### config.mk
export PLATFORM = sky130hd
export DESIGN_NAME = pcs_socket_top
export DESIGN_NICKNAME = d
export VERILOG_FILES = /design/src/pcs_pkg.sv /design/src/pcs_sync.sv /design/src/pcs_socket_top.sv
export VERILOG_INCLUDE_DIRS = /design/src /design/src/src
export SDC_FILE = /design/constraint.sdc
export NUM_CORES = 1
export LEC_CHECK = 0
export BUFFER_PORTS_ARGS = -buffer_cell sky130_fd_sc_hd__buf_2
export CAP_MARGIN = 20
export CORE_UTILIZATION = 55
export DETAILED_ROUTE_END_ITERATION = 7
export GPL_TIMING_DRIVEN = 0
export HOLD_SLACK_MARGIN = 0.03
export PLACE_DENSITY = 0.78
export SETUP_SLACK_MARGIN = 0.3
export SYNTH_ARGS = -nofsm -noshare
export SYNTH_HDL_FRONTEND = slang
export SYNTH_SLANG_ARGS = --single-unit
### constraint.sdc
create_clock -name i_clk -period 2.3 [get_ports i_clk]
set_input_delay 0.46 -clock i_clk [delete_from_list [all_inputs] [get_ports i_clk]]
set_output_delay 0.46 -clock i_clk [all_outputs]
set_load 0.03 [all_outputs]
### src/pcs_params.svh
// pcs_params.svh: offsets, field positions, reset values and timing counts
// assumes: included by the socket status top module pcs_socket_top
`ifndef PCS_PARAMS_SVH
`define PCS_PARAMS_SVH

// socket count and per-socket register slots
`define PCS_NSOCK        4
`define PCS_REG_CTRL     2'h0
`define PCS_REG_STAT     2'h1
`define PCS_REG_PWR      2'h2

// control register fields
`define PCS_CTRL_W       5
`define PCS_CTRL_RST_VAL 5'h0
`define PCS_CTRL_IO      0
`define PCS_CTRL_WPEN    1
`define PCS_CTRL_RESET   2
`define PCS_CTRL_POWER   3
`define PCS_CTRL_AUDIO   4

// interface status register fields
`define PCS_STAT_WPW     0
`define PCS_STAT_BATTERY_DETECT_ONE    1
`define PCS_STAT_BATTERY_DETECT_TWO    2
`define PCS_STAT_BATT_LO 3
`define PCS_STAT_WAIT    5
`define PCS_STAT_IO      6

// power configuration register fields
`define PCS_PWR_VS1      0
`define PCS_PWR_VS2      1
`define PCS_PWR_ON       2

// card strobe timing: least width in ns, rounded up to clock cycles
`define PCS_CLK_NS       20
`define PCS_STROBE_NS    300
`define PCS_STROBE_CYC   ((`PCS_STROBE_NS + `PCS_CLK_NS - 1) / `PCS_CLK_NS)
`define PCS_CNT_W        4

`endif

### src/pcs_pkg.sv
// pcs_pkg: types shared by the socket status and cycle logic
// assumes: pcs_params.svh sits in the include path
package pcs_pkg;

    // card cycle sequencer, gray along idle-setup-strobe-next
    typedef enum logic [1:0] {
        PCS_IDLE   = 2'b00,
        PCS_SETUP  = 2'b01,
        PCS_STROBE = 2'b11,
        PCS_NEXT   = 2'b10
    } pcs_cyc_state_type;

    // decoded battery condition
    typedef enum logic [1:0] {
        PCS_BATT_FAIL = 2'b00,
        PCS_BATT_WARN = 2'b01,
        PCS_BATT_GOOD = 2'b10
    } pcs_batt_type;

endpackage

### src/pcs_sync.sv
// pcs_sync: two-flop synchroniser for a bundle of card pin levels
// assumes: each bit is an independent slow level from a card pin
`timescale 1ns/100ps
`default_nettype none

module pcs_sync #(
    parameter int WIDTH = 24
) (
    // clock and reset
    input  wire logic             i_clk,
    input  wire logic             i_rst_n,
    // raw pins and synchronised copy
    input  wire logic [WIDTH-1:0] i_d,
    output logic      [WIDTH-1:0] o_q
);

    // both stages, first read only by the second
    typedef struct packed {
        logic [WIDTH-1:0] meta;
        logic [WIDTH-1:0] stable;
    } pcs_sync_type;

    pcs_sync_type s;       // registered state
    pcs_sync_type next_s;  // next state

    ////////////////////////////////////////////////////////////////////////
    // next state: shift pins through two stages
    always_comb begin
        next_s        = s;
        next_s.meta   = i_d;
        next_s.stable = s.meta;
    end

    // state register
    always_ff @(posedge i_clk or negedge i_rst_n) begin
        if (!i_rst_n) begin
            s <= '0;
        end else begin
            s <= next_s;
        end
    end

    assign o_q = s.stable;

endmodule

`default_nettype wire

### src/pcs_socket_top.sv
// pcs_socket_top: status, reset, power sensing and narrow-cycle splitting
// for four card sockets behind one register port and one cycle port
// assumes: pins are asynchronous; host cycle requests come on i_clk
//
// Function
// - wp/wide pin meaning chosen by card type
// - protected memory writes blocked only when enabled
// - wp/wide pin level readable in status
// - wide pin sets number of card cycles
// - narrow 16-bit I/O becomes even/odd bytes
// - card reset output driven from control
// - wait input stretches the card strobe
// - battery good or warning decoded from pins
// - battery detect one low means failed
// - battery detect levels kept in status
// - status change level kept in status
// - I/O card audio forwarded to speaker
// - voltage sense sampled before power applied
// - sampled voltage sense kept in power register
//
// The placing of the registers and the strobed register port were chosen for this implementation.
`include "pcs_params.svh"
`timescale 1ns/100ps
`default_nettype none

module pcs_socket_top
    import pcs_pkg::*;
(
    // clock and reset
    input  wire logic                  i_clk,
    input  wire logic                  i_rst_n,
    // register port
    input  wire logic [3:0]            i_addr,
    input  wire logic [7:0]            i_wdata,
    input  wire logic                  i_wr,
    input  wire logic                  i_rd,
    output logic      [7:0]            o_rdata,
    // host cycle request
    input  wire logic                  i_cyc_req,
    input  wire logic [1:0]            i_cyc_sock,
    input  wire logic                  i_cyc_io,
    input  wire logic                  i_cyc_write,
    input  wire logic [1:0]            i_cyc_size,
    input  wire logic                  i_cyc_odd,
    output logic                       o_cyc_ready,
    output logic                       o_cyc_done,
    output logic                       o_cyc_blocked,
    // card cycle control
    output logic      [1:0]            o_card_sock,
    output logic                       o_card_strobe,
    output logic                       o_card_write,
    output logic                       o_card_io,
    output logic      [1:0]            o_card_ce_n,
    // socket pins, one bit per socket
    input  wire logic [`PCS_NSOCK-1:0] i_io_port_wide_n,
    input  wire logic [`PCS_NSOCK-1:0] i_card_wait_n,
    input  wire logic [`PCS_NSOCK-1:0] i_battery_detect_one,
    input  wire logic [`PCS_NSOCK-1:0] i_battery_detect_two,
    input  wire logic [`PCS_NSOCK-1:0] i_voltage_sense_one,
    input  wire logic [`PCS_NSOCK-1:0] i_voltage_sense_two,
    output logic      [`PCS_NSOCK-1:0] o_card_reset,
    output logic      [`PCS_NSOCK-1:0] o_sock_power,
    // host side speaker
    output logic                       o_host_speaker_out_n
);

    localparam int NS = `PCS_NSOCK;

    // whole module state
    typedef struct packed {
        logic [NS-1:0][`PCS_CTRL_W-1:0] ctrl;    // per-socket control
        logic [NS-1:0][1:0]             vs;      // sampled voltage sense
        logic [NS-1:0]                  power;   // supply applied
        pcs_cyc_state_type              state;   // cycle sequencer
        logic [1:0]                     sock;    // socket of this transfer
        logic                           io;      // i/o transfer
        logic                           write;   // write transfer
        logic [2:0]                     remain;  // bytes still to move
        logic [1:0]                     lane;    // current byte lane
        logic                           wide;    // current cycle is 16-bit
        logic [`PCS_CNT_W-1:0]          cnt;     // strobe width count
        logic                           strobe;  // card strobe
        logic [1:0]                     ce_n;    // even/odd byte enables
        logic                           done;    // transfer finished
        logic                           blocked; // write refused
        logic [7:0]                     rdata;   // read data
        logic                           spk_n;   // speaker level
    } pcs_state_type;

    pcs_state_type s;       // registered state
    pcs_state_type next_s;  // next state

    // synchronised pins
    logic [NS-1:0] wpw;     // protect / wide level
    logic [NS-1:0] wait_n;  // cycle wait
    logic [NS-1:0] battery_detect_one;    // battery one / status change
    logic [NS-1:0] battery_detect_two;    // battery two / audio
    logic [NS-1:0] vs1;     // voltage sense one
    logic [NS-1:0] vs2;     // voltage sense two

    ////////////////////////////////////////////////////////////////////////
    // pin synchroniser, all socket inputs in one bundle
    pcs_sync #(
        .WIDTH (6 * NS)
    ) u_sync (
        .i_clk   (i_clk),
        .i_rst_n (i_rst_n),
        .i_d     ({i_voltage_sense_two, i_voltage_sense_one,
                   i_battery_detect_two, i_battery_detect_one,
                   i_card_wait_n, i_io_port_wide_n}),
        .o_q     ({vs2, vs1, battery_detect_two, battery_detect_one, wait_n, wpw})
    );

    ////////////////////////////////////////////////////////////////////////
    // battery condition from the two detect levels
    function automatic pcs_batt_type batt_decode(input logic b1, input logic b2);
        pcs_batt_type r;
        if (!b1) begin
            r = PCS_BATT_FAIL;
        end else if (b2) begin
            r = PCS_BATT_GOOD;
        end else begin
            r = PCS_BATT_WARN;
        end
        return r;
    endfunction

    ////////////////////////////////////////////////////////////////////////
    // next state: registers, speaker and cycle sequencer
    always_comb begin
        logic [1:0]   rs;      // addressed socket
        logic [1:0]   rr;      // addressed register slot
        logic         spk_on;  // any socket sounding
        logic [2:0]   step;    // bytes moved by current cycle
        pcs_batt_type batt;    // decoded battery of addressed socket
        rs             = i_addr[3:2];
        rr             = i_addr[1:0];
        spk_on         = 1'b0;
        step           = s.wide ? 3'd2 : 3'd1;
        batt           = batt_decode(battery_detect_one[rs], battery_detect_two[rs]);
        next_s         = s;
        next_s.done    = 1'b0;
        next_s.blocked = 1'b0;
        next_s.rdata   = 8'h00;

        // register writes, control slot only
        if (i_wr && rr == `PCS_REG_CTRL) begin
            next_s.ctrl[rs] = i_wdata[`PCS_CTRL_W-1:0];
            // sense sampled when power is requested
            if (i_wdata[`PCS_CTRL_POWER] && !s.ctrl[rs][`PCS_CTRL_POWER]) begin
                next_s.vs[rs] = {vs2[rs], vs1[rs]};
            end
        end

        // supply follows control one cycle late, after sensing
        for (int k = 0; k < NS; k++) begin
            next_s.power[k] = s.ctrl[k][`PCS_CTRL_POWER];
            if (s.ctrl[k][`PCS_CTRL_IO] && s.ctrl[k][`PCS_CTRL_AUDIO] && !battery_detect_two[k]) begin
                spk_on = 1'b1;
            end
        end
        next_s.spk_n = !spk_on;

        // register reads, data stands one cycle
        if (i_rd) begin
            if (rr == `PCS_REG_CTRL) begin
                next_s.rdata = {3'b000, s.ctrl[rs]};
            end else if (rr == `PCS_REG_STAT) begin
                next_s.rdata[`PCS_STAT_WPW] = wpw[rs];
                next_s.rdata[`PCS_STAT_BATTERY_DETECT_ONE] = battery_detect_one[rs];
                next_s.rdata[`PCS_STAT_BATTERY_DETECT_TWO] = battery_detect_two[rs];
                next_s.rdata[`PCS_STAT_BATT_LO +: 2] = batt;
                next_s.rdata[`PCS_STAT_WAIT] = !wait_n[rs];
                next_s.rdata[`PCS_STAT_IO] = s.ctrl[rs][`PCS_CTRL_IO];
            end else if (rr == `PCS_REG_PWR) begin
                next_s.rdata[`PCS_PWR_VS1] = s.vs[rs][0];
                next_s.rdata[`PCS_PWR_VS2] = s.vs[rs][1];
                next_s.rdata[`PCS_PWR_ON] = s.power[rs];
            end else begin
                next_s.rdata = 8'h00;
            end
        end

        // card cycle sequencer
        case (s.state)
            PCS_IDLE: begin
                if (i_cyc_req) begin
                    next_s.sock  = i_cyc_sock;
                    next_s.io    = i_cyc_io;
                    next_s.write = i_cyc_write;
                    next_s.lane  = {1'b0, i_cyc_odd};
                    // transfer size in bytes
                    case (i_cyc_size)
                        2'd0:    next_s.remain = 3'd1;
                        2'd1:    next_s.remain = 3'd2;
                        default: next_s.remain = 3'd4;
                    endcase
                    // memory card reads pin as protect
                    if (!i_cyc_io && i_cyc_write && wpw[i_cyc_sock]
                        && !s.ctrl[i_cyc_sock][`PCS_CTRL_IO]
                        && s.ctrl[i_cyc_sock][`PCS_CTRL_WPEN]) begin
                        next_s.blocked = 1'b1;
                        next_s.done    = 1'b1;
                    end else begin
                        next_s.state = PCS_SETUP;
                    end
                end
            end
            PCS_SETUP: begin
                next_s.wide = (!s.io || !wpw[s.sock]) && s.remain >= 3'd2 && !s.lane[0];
                if (next_s.wide) begin
                    next_s.ce_n = 2'b00;
                end else if (s.lane[0]) begin
                    next_s.ce_n = 2'b01;
                end else begin
                    next_s.ce_n = 2'b10;
                end
                next_s.strobe = 1'b1;
                next_s.cnt    = `PCS_CNT_W'(`PCS_STROBE_CYC - 1);
                next_s.state  = PCS_STROBE;
            end
            PCS_STROBE: begin
                if (s.cnt != '0) begin
                    next_s.cnt = s.cnt - 1'b1;
                end else if (wait_n[s.sock]) begin
                    next_s.strobe = 1'b0;
                    next_s.ce_n   = 2'b11;
                    next_s.state  = PCS_NEXT;
                end
            end
            PCS_NEXT: begin
                next_s.remain = s.remain - step;
                next_s.lane   = s.lane + step[1:0];
                if (s.remain == step) begin
                    next_s.done  = 1'b1;
                    next_s.state = PCS_IDLE;
                end else begin
                    next_s.state = PCS_SETUP;
                end
            end
            default: begin
                next_s.state = PCS_IDLE;
            end
        endcase
    end

    ////////////////////////////////////////////////////////////////////////
    // state register
    always_ff @(posedge i_clk or negedge i_rst_n) begin
        if (!i_rst_n) begin
            s       <= '0;
            s.ctrl  <= {NS{`PCS_CTRL_RST_VAL}};
            s.state <= PCS_IDLE;
            s.ce_n  <= 2'b11;
            s.spk_n <= 1'b1;
        end else begin
            s <= next_s;
        end
    end

    ////////////////////////////////////////////////////////////////////////
    // outputs
    assign o_rdata              = s.rdata;
    assign o_cyc_ready          = (s.state == PCS_IDLE);
    assign o_cyc_done           = s.done;
    assign o_cyc_blocked        = s.blocked;
    assign o_card_sock          = s.sock;
    assign o_card_strobe        = s.strobe;
    assign o_card_write         = s.write;
    assign o_card_io            = s.io;
    assign o_card_ce_n          = s.ce_n;
    assign o_sock_power         = s.power;
    assign o_host_speaker_out_n = s.spk_n;

    always_comb begin
        for (int k = 0; k < NS; k++) begin
            o_card_reset[k] = s.ctrl[k][`PCS_CTRL_RESET];
        end
    end

endmodule

`default_nettype wire

==> impl_metrics.ini <==
[synthesis]
syn_nets = 355
synth_most_common_cell = dfrtp_1
synthArstFlopShare_pct = 100
syn_avg_cell_area_um2 = 14.3
synth_edf_count = 0
synth_top_family_by_area = multiplexers
dominantRegCellSynth = dfrtp_1
synth_cell_types = 46
synth_fa_ha_area_share_pct = 1.32
yosys.area.top_type = dfrtp_1
synthSimpleGateAreaFrac_pct = 9.87
synth_compound_area_share_pct = 5.15
ys_warn_count = 0
synth_seq_cells = 108
synthesis.area_um2 = 4350
synth_top_area_share_pct = 60.4
seq_area_frac_synth_pct = 62.3
synth_area_leaders = dfrtp_1 60%, mux4_2 8.3%, mux2_2 7.3%
ys_top_cells_by_count = 105 x dfrtp_1, 29 x nand2_1, 28 x mux2_2
synthMuxAreaShare_pct = 15.5
synth_cells = 303
synth_xor_area_share_pct = 0.201

[cts]
clk_path_buf_depth = 2
post_cts_resized = 0
cts_made_buffers = 9
cts-root-buf = clkbuf_8
ctsHtreeMaxLevel = 3
clk-insertion-delay-late_ns = 0.37
cts.sinks = 108
cts_tree = built
path_clk_slew_ns = 0.11

[pwr]
leakagePower_nw = 2.39
peakVddDrop_v = 0.000570
power_density_nw_per_um2 = 991

[layout]
fin_area_um2 = 5070
drive_gt1_share_pct = 42.6
num_antenna_cells = 0
final_nets = 437
syn2layout_area_growth_pct = 16.6
fin_util_pct = 65.9

[worst_setup_path]
cp-start-kind = register
path_class = reg -> out
path_max_fanout = 10
worstPathArrival_ns = 1.44
critPathRequiredTime_ns = 1.84
critPathCaptureType = primary output

[drt]
wirelength_mm = 7.43
drtPass1Iterations = 4
ant_nets = 0
drc_errors = 0
route.vias.total = 2603
drt_iter0_drc = 94
viasPerCell = 5.29
wire_per_inst_um = 15.1

[floorplan]
rows = 32
die_h_um = 90.9
core_um2 = 7690
die_x_um = 90.9
dieArea_um2 = 8260
start_util_pct = 56.5
ioPinCount = 75

[global_route]
grt_pass1_wl_mm = 12.5
grt_antenna_before_repair = 0
grtUsageTotal_pct = 20.1
grt_remaining_overflow = 0
grt_max_degree = 78
grt_pass1_vias = 2655

[placement]
port_buffers = 69
gp_congestion = 0.793
place_area_um2 = 4850
hpwl_mm = 5.44

[hold_path]
min_path_type = in -> reg

[sta]
drv_slew = 0
slew_headroom_pct = 60.8
max_freq_mhz = 527
setup_violations = 0
hold_viol = 0
max_slew.worst_pin.slew_ns = 0.587
skew_ns = 0.00846
period_needed_ns = 1.90
fin_crit_sh_pct = 82.6
rsz0062_at_grt = false

[outcome]
status = finished, final reports clean

[flow_run]
cap_viol_max_count = 0
-- cells in the final DEF (no fill, tap or decap), drive strengths merged, types with 3 or more instances in the layout --
cell / n
dfrtp: 105
buf: 96
nand2: 29
mux2: 28
mux4: 16
clkbuf: 13
inv: 11
nor2: 9
a21oi: 8
o21ai: 6
nor2b: 5
a221o: 5
nand3: 4
o22ai: 4
nor3b: 4
nor3: 4
nand3b: 3
ha: 3
clkinv: 3
dfstp: 3
-- critical path, stage by stage, from the launching register on --
cell	delay (ns)
dfrtp_1	0.39
clkbuf_1	0.22
nor2_1	0.23
buf_2	0.24
-- kinds of logic after synthesis --
logic type	after synthesis
xor+xnor	1
mux	44
other cells	1
compound gates	32
flops	108
buf+inv	39
simple gates	74
fa+ha+maj	4
-- flip-flops by register name (all words and copies together), names as in the netlist --
signal	count
s	31
o_card_write	1
o_cyc_blocked	1
u_sync.next_s	24
o_cyc_done	1
next_s	4
u_sync.o_q	24
o_rdata	7
o_card_strobe	1
o_host_speaker_out_n	1
o_card_io	1
o_card_reset	4
o_card_sock	2
o_sock_power	4
o_card_ce_n	2
-- routing by layer --
| layer | GRT usage [%] | vias to the layer above | wire (um) |
|---|---|---|---|
| met1 | 26.6 | 1314 | 3340 |
| met5 | 0 | - | 0 |
| met4 | 7.80 | 0 | 112 |
| li1 | - | 1221 | - |
| met3 | 4.46 | 11 | 282 |
| met2 | 32.6 | 57 | 3700 |
-- per-stage QoR --
step,setup slack (ns),setup TNS [ns],power [mW],cells,hold WS [ns]
2_1_floorplan,0.520,0,3.51,303,0.164
3_3_place_gp,-0.306,-31.29,3.84,474,0.332
3_5_place_dp,0.206,0,3.91,475,0.335
4_1_cts,0.410,0,5.07,492,0.170
5_1_grt,0.324,0,5.33,492,0.157
6_report,0.401,0,5.02,492,0.188
-- repair_timing --
item,4_1_cts,5_1_grt
hold buffers,1,0
setup buffers,0,0
endpoints found under the hold margin,4,0
-- layout make-up --
class,instances,area (um2)
fillers,576,2620
well taps,102,128
repair buffers,71,385
plain buffers,30,208
multi-input cells,156,1400
clock buffers,9,124
clock inverters,7,83.8
inverters,9,33.8
flip-flops and latches,108,2710
-- report_power, final --
group / switching (mW) / internal, mW / leakage (nW)
clock network: 0.642 / 0.520 / 0.102
registers: 0.248 / 2.25 / 1.30
logic: 0.696 / 0.663 / 0.993
total: 1.59 / 3.44 / 2.39
-- worst paths after layout --
check	slack [ns]	start	depth (start not counted)	endpoint
max reg2reg	0.47	s[14]	6	s[28]
min	0.19	i_voltage_sense_two[2]	1	u_sync.next_s[22]
min reg2reg	0.35	u_sync.next_s[4]	0	u_sync.o_q[4]
min in group asynchronous	0.57	i_rst_n	2	s[19]
max in group asynchronous	1.02	i_rst_n	3	o_host_speaker_out_n
max	0.40	s[28]	3	o_cyc_ready
No activity file was read; power rests on OpenSTA's default activity.
